`src/verilog/branch2_cfg.svh`:
```
// constants for the compare, loop, trap and return execution block
// Summary of operation
// - byte compare of the low accumulator with imm8 sets N Z V C, branches when unequal, 5 cycles taken and 4 not.
// - word compare of the accumulator with imm16 sets N Z V C, branches when unequal, and is 4 bytes long.
// - byte compare with a register operand takes 13 cycles taken and 12 not.
// - word compare with a register operand takes 8 cycles taken and 7 not.
// - compare with a memory operand takes 7 plus addressing cycles taken and 6 plus addressing not.
// - byte decrement writes back operand minus one, sets N Z V, keeps C, branches when nonzero.
// - word decrement writes back operand minus one, sets N Z V, keeps C, branches when nonzero.
// - decrement-and-branch on a register takes 7 cycles taken and 6 not.
// - decrement-and-branch on memory is a locked read-modify-write of 8 plus addressing taken, 7 plus not.
// - software traps take 20 (vector), 16 (addr16), 17 (addr24) and 20 (single byte) cycles.
// - trap return reloads all state and flags from the stack with six word reads in 15 cycles; the code reloads only program counter, bank and flags.
// - frame setup pushes the old frame pointer, loads the new one, reserves imm8 bytes, 6 cycles, no flags.
// - frame teardown restores the old frame pointer from the stack in 5 cycles, one byte, no flags.
// - near return pops one word into the program counter in 4 cycles with no flag change.
// - far return pops a long word into program counter and bank in 6 cycles.
`ifndef BRANCH2_CFG_SVH
`define BRANCH2_CFG_SVH

`define CYC_CBA_TAKEN    9'h005
`define CYC_CBA_NOT      9'h004
`define CYC_CBR_TAKEN    9'h00D
`define CYC_CBR_NOT      9'h00C
`define CYC_CWR_TAKEN    9'h008
`define CYC_CWR_NOT      9'h007
`define CYC_CBM_TAKEN    9'h007
`define CYC_CBM_NOT      9'h006
`define CYC_DBR_TAKEN    9'h007
`define CYC_DBR_NOT      9'h006
`define CYC_DBM_TAKEN    9'h008
`define CYC_DBM_NOT      9'h007
`define CYC_TRAP_VEC     9'h014
`define CYC_TRAP_A16     9'h010
`define CYC_TRAP_A24     9'h011
`define CYC_TRAP_SHORT   9'h014
`define CYC_TRAP_RET     9'h00F
`define CYC_FRAME_SET    9'h006
`define CYC_FRAME_DOWN   9'h005
`define CYC_RET_NEAR     9'h004
`define CYC_RET_FAR      9'h006
`define LEN_CMP_WORD_ACC 3'h4
`define TRAP_RET_WORDS   3'h6
`define FLAG_N           3
`define FLAG_Z           2
`define FLAG_V           1
`define FLAG_C           0

`endif

```
`src/verilog/branch2_pkg.sv`:
```
// types for the compare, loop, trap and return execution block
package branch2_pkg;

  typedef enum logic [3:0] {
    OP_CMP_ACC     = 4'h0,
    OP_CMP_REG     = 4'h1,
    OP_CMP_MEM     = 4'h2,
    OP_DEC_REG     = 4'h3,
    OP_DEC_MEM     = 4'h4,
    OP_TRAP_VEC    = 4'h5,
    OP_TRAP_A16    = 4'h6,
    OP_TRAP_A24    = 4'h7,
    OP_TRAP_SHORT  = 4'h8,
    OP_TRAP_RET    = 4'h9,
    OP_FRAME_SET   = 4'hA,
    OP_FRAME_DOWN  = 4'hB,
    OP_RET_NEAR    = 4'hC,
    OP_RET_FAR     = 4'hD
  } op_t;

  typedef struct packed {
    op_t         op;
    logic        isWord;
    logic [15:0] operand;
    logic [15:0] immediate;
    logic [7:0]  disp;
    logic [15:0] nextPc;
    logic [7:0]  addrCycles;
    logic [15:0] trapPc;
    logic [7:0]  trapBank;
  } issue_t;

  typedef struct packed {
    logic [15:0] pc;
    logic [7:0]  bank;
    logic        pcLoad;
    logic        bankLoad;
    logic [3:0]  flags;
    logic        flagsLoad;
    logic [15:0] result;
    logic        resultWrite;
    logic        busLock;
    logic [15:0] frameSp;
    logic        frameLoad;
  } done_t;

  typedef enum logic [2:0] {
    ST_IDLE = 3'b001,
    ST_RUN  = 3'b010,
    ST_DONE = 3'b100
  } state_t;

endpackage

```
`src/verilog/branch2_exec.sv`:
```
// execution sequencer for compare, loop, trap, frame and return instructions
`timescale 1ns/1ps
`include "branch2_cfg.svh"

module branch2_exec (
  // clock and reset
  input  wire logic              clk_sys,
  input  wire logic              resetn,
  // issue from decode
  input  wire logic              issueValid,
  output logic                   issueReady,
  input  wire branch2_pkg::issue_t issueData,
  input  wire logic [3:0]        flagsIn,
  // stack words read by the core's stack unit
  input  wire logic [15:0]       stackWord0,
  input  wire logic [15:0]       stackWord1,
  input  wire logic [15:0]       framePtr,
  input  wire logic [15:0]       stackPtr,
  // completion to the core
  output logic                   doneValid,
  output branch2_pkg::done_t     doneData,
  output logic                   busy,
  output logic [2:0]             stackWords
);

  // ===========================================================
  // operand arithmetic
  branch2_pkg::issue_t issueReg;
  branch2_pkg::state_t stateReg;
  branch2_pkg::state_t stateNext;
  // nine bits so that the largest addressing overhead cannot wrap
  logic [8:0]          countReg;
  logic [8:0]          countNext;
  logic [8:0]          cycleTotal;
  logic [15:0]         cmpDiff;
  logic [15:0]         decValue;
  logic [15:0]         target;
  logic                cmpUnequal;
  logic                cmpCarry;
  logic                cmpOvf;
  logic                decNonzero;
  logic                decOvf;
  logic                isCompare;
  logic                isDecrement;
  logic                taken;
  logic [3:0]          cmpFlags;
  logic [3:0]          decFlags;
  branch2_pkg::done_t  doneNext;
  branch2_pkg::done_t  doneReg;
  logic                doneValidReg;
  logic [16:0]         cmpWide;

  wire branch2_pkg::op_t opCode = issueReg.op;

  // byte forms compare only the low bytes; post-increment forms
  // never reach here, so no operand side effect is modelled
  assign cmpWide = issueReg.isWord
    ? {1'b0, issueReg.operand} - {1'b0, issueReg.immediate}
    : {9'h000, issueReg.operand[7:0]} - {9'h000, issueReg.immediate[7:0]};
  assign cmpDiff  = cmpWide[15:0];
  assign cmpCarry = issueReg.isWord ? cmpWide[16] : cmpWide[8];
  assign cmpOvf   = issueReg.isWord
    ? (issueReg.operand[15] ^ issueReg.immediate[15]) &
      (issueReg.operand[15] ^ cmpDiff[15])
    : (issueReg.operand[7] ^ issueReg.immediate[7]) &
      (issueReg.operand[7] ^ cmpDiff[7]);
  assign cmpUnequal = issueReg.isWord ? (cmpDiff != 16'h0000)
                                      : (cmpDiff[7:0] != 8'h00);
  assign cmpFlags = {issueReg.isWord ? cmpDiff[15] : cmpDiff[7],
                     ~cmpUnequal, cmpOvf, cmpCarry};

  assign decValue = issueReg.isWord ? issueReg.operand - 16'h0001
    : {8'h00, issueReg.operand[7:0] - 8'h01};
  assign decNonzero = (decValue != 16'h0000);
  assign decOvf = issueReg.isWord ? (issueReg.operand == 16'h8000)
                                  : (issueReg.operand[7:0] == 8'h80);
  // carry is kept from the incoming flags
  assign decFlags = {issueReg.isWord ? decValue[15] : decValue[7],
                     ~decNonzero, decOvf, flagsIn[`FLAG_C]};

  assign isCompare = (opCode == branch2_pkg::OP_CMP_ACC) |
                     (opCode == branch2_pkg::OP_CMP_REG) |
                     (opCode == branch2_pkg::OP_CMP_MEM);
  assign isDecrement = (opCode == branch2_pkg::OP_DEC_REG) |
                       (opCode == branch2_pkg::OP_DEC_MEM);
  assign taken = (isCompare & cmpUnequal) | (isDecrement & decNonzero);

  // next instruction plus sign-extended displacement
  assign target = issueReg.nextPc + {{8{issueReg.disp[7]}}, issueReg.disp};

  // ===========================================================
  // cycle budget per form
  always_comb begin
    cycleTotal = 9'h001;
    case (opCode)
      branch2_pkg::OP_CMP_ACC:
        cycleTotal = taken ? `CYC_CBA_TAKEN : `CYC_CBA_NOT;
      branch2_pkg::OP_CMP_REG:
        if (issueReg.isWord) begin
          cycleTotal = taken ? `CYC_CWR_TAKEN : `CYC_CWR_NOT;
        end else begin
          cycleTotal = taken ? `CYC_CBR_TAKEN : `CYC_CBR_NOT;
        end
      branch2_pkg::OP_CMP_MEM:
        cycleTotal = (taken ? `CYC_CBM_TAKEN : `CYC_CBM_NOT)
                     + {1'b0, issueReg.addrCycles};
      branch2_pkg::OP_DEC_REG:
        cycleTotal = taken ? `CYC_DBR_TAKEN : `CYC_DBR_NOT;
      branch2_pkg::OP_DEC_MEM:
        cycleTotal = (taken ? `CYC_DBM_TAKEN : `CYC_DBM_NOT)
                     + {1'b0, issueReg.addrCycles};
      branch2_pkg::OP_TRAP_VEC:   cycleTotal = `CYC_TRAP_VEC;
      branch2_pkg::OP_TRAP_A16:   cycleTotal = `CYC_TRAP_A16;
      branch2_pkg::OP_TRAP_A24:   cycleTotal = `CYC_TRAP_A24;
      branch2_pkg::OP_TRAP_SHORT: cycleTotal = `CYC_TRAP_SHORT;
      branch2_pkg::OP_TRAP_RET:   cycleTotal = `CYC_TRAP_RET;
      branch2_pkg::OP_FRAME_SET:  cycleTotal = `CYC_FRAME_SET;
      branch2_pkg::OP_FRAME_DOWN: cycleTotal = `CYC_FRAME_DOWN;
      branch2_pkg::OP_RET_NEAR:   cycleTotal = `CYC_RET_NEAR;
      branch2_pkg::OP_RET_FAR:    cycleTotal = `CYC_RET_FAR;
      default:                    cycleTotal = 9'h001;
    endcase
  end

  // ===========================================================
  // completion record
  always_comb begin
    doneNext = '0;
    doneNext.pc = issueReg.nextPc;
    doneNext.busLock = (opCode == branch2_pkg::OP_DEC_MEM);
    case (opCode)
      branch2_pkg::OP_CMP_ACC, branch2_pkg::OP_CMP_REG,
      branch2_pkg::OP_CMP_MEM: begin
        doneNext.flags     = cmpFlags;
        doneNext.flagsLoad = 1'b1;
        doneNext.pc        = taken ? target : issueReg.nextPc;
        doneNext.pcLoad    = 1'b1;
      end
      branch2_pkg::OP_DEC_REG, branch2_pkg::OP_DEC_MEM: begin
        doneNext.flags       = decFlags;
        doneNext.flagsLoad   = 1'b1;
        doneNext.result      = decValue;
        doneNext.resultWrite = 1'b1;
        doneNext.pc          = taken ? target : issueReg.nextPc;
        doneNext.pcLoad      = 1'b1;
      end
      branch2_pkg::OP_TRAP_VEC, branch2_pkg::OP_TRAP_A16,
      branch2_pkg::OP_TRAP_A24, branch2_pkg::OP_TRAP_SHORT: begin
        doneNext.pc       = issueReg.trapPc;
        doneNext.pcLoad   = 1'b1;
        doneNext.bank     = issueReg.trapBank;
        doneNext.bankLoad = 1'b1;
      end
      branch2_pkg::OP_TRAP_RET: begin
        // program counter and bank come from the unstacked words
        doneNext.pc        = stackWord0;
        doneNext.bank      = stackWord1[7:0];
        doneNext.pcLoad    = 1'b1;
        doneNext.bankLoad  = 1'b1;
        doneNext.flags     = stackWord1[11:8];
        doneNext.flagsLoad = 1'b1;
      end
      branch2_pkg::OP_FRAME_SET: begin
        // new frame pointer is the stack after the push
        doneNext.frameSp   = stackPtr - {8'h00, issueReg.immediate[7:0]};
        doneNext.result    = stackPtr;
        doneNext.frameLoad = 1'b1;
      end
      branch2_pkg::OP_FRAME_DOWN: begin
        doneNext.result    = stackWord0;
        doneNext.frameSp   = framePtr;
        doneNext.frameLoad = 1'b1;
      end
      branch2_pkg::OP_RET_NEAR: begin
        doneNext.pc     = stackWord0;
        doneNext.pcLoad = 1'b1;
      end
      branch2_pkg::OP_RET_FAR: begin
        doneNext.pc       = stackWord0;
        doneNext.bank     = stackWord1[7:0];
        doneNext.pcLoad   = 1'b1;
        doneNext.bankLoad = 1'b1;
      end
      default: doneNext.pcLoad = 1'b0;
    endcase
  end

  // ===========================================================
  // sequencer
  assign issueReady = (stateReg == branch2_pkg::ST_IDLE);
  assign busy       = (stateReg != branch2_pkg::ST_IDLE);
  assign stackWords = (opCode == branch2_pkg::OP_TRAP_RET)
                      ? `TRAP_RET_WORDS : 3'h0;
  assign doneValid  = doneValidReg;
  assign doneData   = doneReg;

  always_comb begin
    stateNext = stateReg;
    countNext = countReg;
    case (stateReg)
      branch2_pkg::ST_IDLE:
        if (issueValid) begin
          stateNext = branch2_pkg::ST_RUN;
          countNext = 9'h001;
        end
      branch2_pkg::ST_RUN:
        // done pulses on the last cycle of the budget
        if (countReg + 9'h001 >= cycleTotal) begin
          stateNext = branch2_pkg::ST_DONE;
        end else begin
          countNext = countReg + 9'h001;
        end
      branch2_pkg::ST_DONE: stateNext = branch2_pkg::ST_IDLE;
      default:              stateNext = branch2_pkg::ST_IDLE;
    endcase
  end

  always_ff @(posedge clk_sys) begin
    if (!resetn) begin
      stateReg     <= branch2_pkg::ST_IDLE;
      countReg     <= 9'h000;
      issueReg     <= '0;
      doneReg      <= '0;
      doneValidReg <= 1'b0;
    end else begin
      stateReg     <= stateNext;
      countReg     <= countNext;
      doneValidReg <= (stateNext == branch2_pkg::ST_DONE);
      if (issueValid && issueReady) begin
        issueReg <= issueData;
      end
      if (stateNext == branch2_pkg::ST_DONE) begin
        doneReg <= doneNext;
      end
    end
  end

endmodule // branch2_exec

```
`config.mk`:
```
export PLATFORM = sky130hd
export DESIGN_NAME = branch2_exec
export DESIGN_NICKNAME = d
export VERILOG_FILES = /design/src/verilog/branch2_pkg.sv /design/src/verilog/branch2_exec.sv
export VERILOG_INCLUDE_DIRS = /design/src /design/src/verilog
export SDC_FILE = /design/constraint.sdc
export NUM_CORES = 1
export LEC_CHECK = 0
export BUFFER_PORTS_ARGS = -buffer_cell sky130_fd_sc_hd__buf_2
export CAP_MARGIN = 0
export CORE_ASPECT_RATIO = 0.7
export CORE_MARGIN = 2
export CORE_UTILIZATION = 44
export CTS_BUF_LIST = sky130_fd_sc_hd__clkbuf_4 sky130_fd_sc_hd__clkbuf_8
export DETAILED_ROUTE_END_ITERATION = 10
export GPL_TIMING_DRIVEN = 0
export PLACE_DENSITY_LB_ADDON = 0.15
export SYNTH_ARGS = -nofsm -noshare
export SYNTH_HDL_FRONTEND = slang
export SYNTH_SLANG_ARGS = --single-unit
```
`constraint.sdc`:
```
create_clock -name clk_sys -period 7.7 [get_ports clk_sys]
set_clock_uncertainty 0.15 [all_clocks]
set_input_delay 2.31 -clock clk_sys [delete_from_list [all_inputs] [get_ports clk_sys]]
set_output_delay 2.31 -clock clk_sys [all_outputs]
set_load 0.01 [all_outputs]
```
-- Yosys cells after proc, flatten, opt, wreduce, memory -nomap -nowiden
Index checks and enable logic that the tools add are counted.
- shift operators: 0
- magnitude comparators: 1
- multipliers: 0
- equality and inequality tests: 21
- mux-type cells: 30
- add/sub/neg operators: 9
- div/mod/pow operators: 0
- reductions and logical operators: 17
- bitwise gates (word level): 14
- operators by type and width (cell ; count):
    9-bit case mux with 12 select lines ; 1
    16-bit case mux with 3 select lines ; 2
    17-bit case mux with 2 select lines ; 1
    16-bit 2-to-1 mux ; 2
    16-bit nonzero test ; 2
    4-bit equality test, second input constant ; 6
    9-bit 2-to-1 mux ; 2
    9-bit case mux with 2 select lines ; 1
    17-bit 2-to-1 mux ; 1
    16-bit by 16-bit subtractor with 17-bit output ; 1
    16-bit adder ; 1
    16-bit equality test, second input constant ; 1
    4-bit by 3-bit equality test with 1-bit output, second input constant ; 4
    8-bit case mux with 2 select lines ; 1
    16-bit by 1-bit subtractor with 16-bit output, second input constant ; 1
    16-bit by 8-bit subtractor with 16-bit output ; 1
    5-bit case mux with 3 select lines ; 1
    1-bit 2-to-1 mux ; 12
    12-bit OR reduction ; 1
    4-bit by 8-bit adder with 9-bit output ; 1
    9-bit by 1-bit adder with 9-bit output, second input constant ; 1
    9-bit by 8-bit adder with 9-bit output ; 1
    9-bit greater-or-equal comparator ; 1
    3-bit 2-to-1 mux ; 3
    other kinds (26) ; 43
- bits in latches: 0
- word-level logic and storage cells: 115
- output and inout port bits: 72
- memory bits (writable): 0
- memories kept: 0
- register bits: 172
- ROM bits: 0
- input port bits: 164

-- Logic depth before layout (Yosys ltp)
- depth in word-level cells: 13
- mapped depth: 32
- mapped depth without buffers: 31

-- Least setup slack after synthesis
Ideal clock, no wire load.
- path kind: register to register
- start: reg issueReg[57] (netlist name)
- end: reg doneReg (netlist bit doneData[25])
- library setup time: 128 ps
- data required time: 7422 ps
- cell stages (with the launch flop): 29
- period minus slack after synthesis: 6646 ps
- setup slack: 1054 ps
- path buffers: 1
- arrival time: 6368 ps
- path through: dfxtp_1 -> inv_1 -> ha_1 -> nor2b_1 -> o31ai_1 -> a21oi_1 -> a21o_1 -> xor2_1 -> or4_1 -> nor3_1 -> o21bai_4 -> ha_1 -> ha_1 -> fa_1 -> nand2_1 -> a21oi_1 -> a311o_1 -> o21ai_0 -> ha_1 -> a21o_1 -> a21o_1 -> a21o_1 -> a21o_1 -> and3_1 -> o21ai_1 -> inv_1 -> o21ai_0 -> clkbuf_1 -> o21ai_0
- word-level cells in the longest chain between the ends: 13
- elaborated cells between the ends (all ways): 20
- those cells by class: add/sub: 4; order compare: 1; eq/ne: 1; mux: 10; bitwise: 2; reduce/logical: 2
- RTL lines (item ; RTL line ; RTL):
    start: declaration ; branch2_exec.sv:28 ; branch2_pkg::issue_t issueReg;
    start signal: assignment ; branch2_exec.sv:230 ; issueReg <= issueData;
    16-bit by 16-bit subtractor with 17-bit output or 8-bit by 8-bit subtractor with 9-bit output (tied branches) ; branch2_exec.sv:58, branch2_exec.sv:59 ;
    17-bit 2-to-1 mux (*) ; branch2_exec.sv:58 ; ? {1'b0, issueReg.operand} - {1'b0, issueReg.immediate}
    16-bit nonzero test or 8-bit nonzero test (tied branches) ; branch2_exec.sv:67, branch2_exec.sv:68 ;
    1-bit 2-to-1 mux (*) ; branch2_exec.sv:67 ; assign cmpUnequal = issueReg.isWord ? (cmpDiff != 16'h0000)
    1-bit AND (*) ; branch2_exec.sv:86 ; assign taken = (isCompare & cmpUnequal) | (isDecrement & decNonzero);
    1-bit bitwise OR (*) ; branch2_exec.sv:86 ;
    1-bit 2-to-1 mux (no source line) or 4-bit 2-to-1 mux (tied branches) ; - ;
    9-bit by 8-bit adder with 9-bit output (tied with other cells) ; branch2_exec.sv:105 ; cycleTotal = (taken ? `CYC_CBM_TAKEN : `CYC_CBM_NOT)
    9-bit case mux with 12 select lines (*) ; branch2_exec.sv:95 ; case (opCode)
    9-bit greater-or-equal comparator (*) ; branch2_exec.sv:208 ; if (countReg + 9'h001 >= cycleTotal) begin
    3-bit 2-to-1 mux (*) ; branch2_exec.sv:208 ;
    3-bit case mux with 2 select lines (*) ; branch2_exec.sv:200 ; case (stateReg)
    3-bit equality test (*) ; branch2_exec.sv:232 ; if (stateNext == branch2_pkg::ST_DONE) begin
    end signal: assignment ; branch2_exec.sv:233 ; doneReg <= doneNext;
    end: declaration ; branch2_exec.sv:49 ; branch2_pkg::done_t doneReg;
Every way passes the cells marked *; elsewhere a longest branch is shown, timed or not.
A chain may end at the register's enable or synchronous reset.

-- Worst setup path in the final report
- start: reg issueReg[57] (netlist name)
- end: reg doneReg (netlist bit doneData[53])
- word-level cells in the longest chain between the ends: 13
- elaborated cells between the ends (all ways): 22
- those cells by class: add/sub: 4; order compare: 1; eq/ne: 1; mux: 12; bitwise: 2; reduce/logical: 2
- RTL lines (item ; RTL line):
    16-bit by 16-bit subtractor with 17-bit output or 8-bit by 8-bit subtractor with 9-bit output (tied branches) ; branch2_exec.sv:58, branch2_exec.sv:59
    17-bit 2-to-1 mux (*) ; branch2_exec.sv:58
    16-bit nonzero test or 8-bit nonzero test (tied branches) ; branch2_exec.sv:67, branch2_exec.sv:68
    1-bit 2-to-1 mux (*) ; branch2_exec.sv:67
    1-bit AND (*) ; branch2_exec.sv:86
    1-bit bitwise OR (*) ; branch2_exec.sv:86
    1-bit 2-to-1 mux (no source line) or 4-bit 2-to-1 mux (tied branches) ; -
    9-bit by 8-bit adder with 9-bit output (tied with other cells) ; branch2_exec.sv:105
    9-bit case mux with 12 select lines ; branch2_exec.sv:95
    9-bit greater-or-equal comparator ; branch2_exec.sv:208
    3-bit 2-to-1 mux ; branch2_exec.sv:208
    3-bit case mux with 2 select lines ; branch2_exec.sv:200
    3-bit equality test ; branch2_exec.sv:232
Marked as above.

==> results.sh <==
export IMPL_outcome="finished, final reports clean"
export IMPL_met3RoutedLength_um=4260
export IMPL_place_hpwl_um=31900
export IMPL_grtUsageTotal_pct=32.4
export IMPL_ctsHtreeMaxLevel=4
export IMPL_critPathMostFrequentCell="a21o_1"
export IMPL_slowest_delay_ns=0.63
export IMPL_total_clock_sinks=172
export IMPL_avgViaCountPerCell=5.79
export IMPL_layout_area_overhead_vs_synth_pct=20.0
export IMPL_number_of_fillers_in_the_final_layout=2280
export IMPL_grt_overflow_total=0
export IMPL_finalWorstPathRequiredPeriod_ns=7.36
export IMPL_number_of_instances_in_the_synthesized_netlist=1343
export IMPL_area_fraction_of_the_dominant_cell_type_after_synthesis_pct=33.7
export IMPL_finish_cell_count_without_fillers=1915
export IMPL_worst_slew_pin_transition_ns=1.03
export IMPL_top_level_pins=236
export IMPL_yosys_top_cells_area="dfxtp_1, nand2_1, ha_1"
export IMPL_insertedDiodeCount=0
export IMPL_finalCritPeriodShare_pct=95.5
export IMPL_critPathCaptureType="flop"
export IMPL_clock_root_buffer="clkbuf_8"
export IMPL_yosysSeqAreaShare_pct=33.7
export IMPL_top_layer_used="met4"
export IMPL_start_util_pct=44.9
export IMPL_synth_top_area_cell="dfxtp_1"
export IMPL_report_final_slew_viol_count=0
export IMPL_post_synth_instance_area_um2=10200
export IMPL_postSynthRegisterBits=172
export IMPL_tritoncts_num_buffers=17
export IMPL_hold_violations=0
export IMPL_mostFrequentLayoutCells="nand2_1, buf_2, dfxtp_1, a21oi_1, nor2_1"
export IMPL_post_synthesis_average_cell_area_um2=7.60
export IMPL_cp_buffers_inverters=2
export IMPL_routed_wirelength_um=40200
export IMPL_setup_repair_after_global_routing_missed_its_margin="false"
export IMPL_cpMaxStageDelayCell="or4_1"
export IMPL_design_core_area_um2=22700
export IMPL_ys_warn_count=0
export IMPL_maxCapViolations=0
export IMPL_cts_hold_buffers=0
export IMPL_min_delay_path_class="flop to flop"
export IMPL_power_density_nw_per_um2=184
export IMPL_hold_worst_slack_ns=0.308
export IMPL_grt_first_pass_wirelength_um=59400
export IMPL_critPathMaxFanout=10
export IMPL_cp_arrival_ns=7.61
export IMPL_rows=46
export IMPL_worst_path_dominant_cell_family="compound AO/OA/AOI/OAI gates"
export IMPL_full_die_area_um2=24500
export IMPL_async_reset_ff_share_pct=0
export IMPL_report_power_total_w=0.00226
export IMPL_drive_above_1_share_pct=18.5
export IMPL_gp_routability_congestion=0.961
export IMPL_routed_wl_met2_um=16200
export IMPL_final_net_count=1818
export IMPL_antenna_left=0
export IMPL_mappedNetlistNets=1571
export IMPL_leak_pwr_nw=5.28
export IMPL_antenna_found_initial=1
export IMPL_ir_worst_vdd_uv=119
export IMPL_drt_drc_violations_left=0
export IMPL_drt_iter0_drc=1286
export IMPL_buffers_from_clock_root_to_sink_at_most=2
export IMPL_synth_edf_count=0
export IMPL_ys_flop_type="dfxtp_1"
export IMPL_die_h_um=131
export IMPL_placedCellCount=1882
export IMPL_clock_fmax_mhz=136
export IMPL_synth_cell_type_count=70
export IMPL_clkTransAtPathRegs_ns=0.12
export IMPL_worst_setup_path_type="flop to flop"
export IMPL_clk_latency_ns=0.49
export IMPL_grt_max_degree=20
export IMPL_routedLengthMet1_um=18800
export IMPL_port_buffers=227
export IMPL_floorplan_die_width_um=186
export IMPL_drt_pass1_iter_count=5
export IMPL_data_required_time_at_the_worst_endpoint_ns=7.95
export IMPL_first_global_vias=10033
export IMPL_worst_setup_path_start_kind="flop"
export IMPL_worst_relative_slew_slack_pct=31.1
export IMPL_finalSetupViolations=0
export IMPL_cts_tree="yes"
export IMPL_mostFrequentLayoutCell="nand2_1"
export IMPL_avg_wl_per_cell_um=21.0
export IMPL_vias=11092
[tightest hold or removal path: stages, from the launching register on]
cell and delay, ns:
dfxtp_1 0.33, nand2_1 0.05, o21ai_1 0.05
[power by group]
part | switching [W] | internal [W]
sequential | 0.0000416 | 0.000924
combinational | 0.000371 | 0.000226
clock | 0.000415 | 0.000280
total | 0.000827 | 0.00143
[registers in the layout, summed over array words and instances (netlist names)]
register	count
countReg	9
doneData	66
doneValid	1
issueReg	89
opCode	4
stateReg	3
[per-stage QoR]
stage / util [%] / TNS (ns) / cell area [um^2] / setup slack (ns)
after floorplan: - / 0 / 10200 / 1.05
final: 53.9 / 0 / 12300 / 0.343
after global placement: 51.6 / -25.42 / 11700 / -0.776
after CTS: 53.7 / 0 / 12200 / 0.0276
after detailed placement: 51.6 / -28.82 / 11700 / -0.795
after global routing: 53.9 / 0 / 12300 / 0.0335
[cell families after synthesis]
group                    synth area share, %
AND/OR/NAND/NOR                         22.2
AO/OA/AOI/OAI                           24.9
flip-flops                              33.7
buffers and inverters                   4.96
adder cells (fa/ha/maj)                 8.14
XOR/XNOR                                4.55
multiplexers                            1.42
other                                 0.0367
[synth_stat cells, types with 14 or more instances]
library cell	n
nand3_1	22
nand2_1	277
ha_1	60
nor2_1	96
xnor2_1	23
inv_1	48
nor3_1	45
dfxtp_1	172
a31oi_1	14
o21ai_0	74
clkbuf_1	71
a222oi_1	18
xor2_1	30
a21oi_1	142
a221oi_1	31
[worst paths after layout]
path | depth (start not counted) | end | startpoint | slack [ns]
worst max-delay path | 28 | doneData[53] | issueReg[57] | 0.34
worst min-delay path | 2 | doneData[56] | doneData[56] | 0.31
worst min register to register | 2 | doneData[56] | doneData[56] | 0.31
worst max register to register | 28 | doneData[53] | issueReg[57] | 0.34
[per-layer routing]
metal / GRT usage [%] / up-vias
li1: - / 5284
met1: 48.0 / 5198
met2: 44.9 / 553
met3: 9.51 / 57
met4: 9.23 / 0
met5: 0 / -
[repair_timing]
action                                 4_1_cts  5_1_grt
endpoints found under the hold margin        0        0
setup endpoints to repair                   69       69
resized for setup                           10       27
pin swaps                                    0        1
setup buffers                                0        1
[layout make-up]
cell class	instances	area (um^2)	area share (%)
Multi-Input combinational cell	1041	6320	51.6
Clock inverter	15	199	1.62
Tap cell	312	390	3.19
Clock buffer	17	234	1.91
Timing Repair Buffer	228	1140	9.34
Inverter	49	186	1.52
Sequential cell	172	3440	28.1
Buffer	81	337	2.75
No activity file was read; power rests on OpenSTA's default activity.
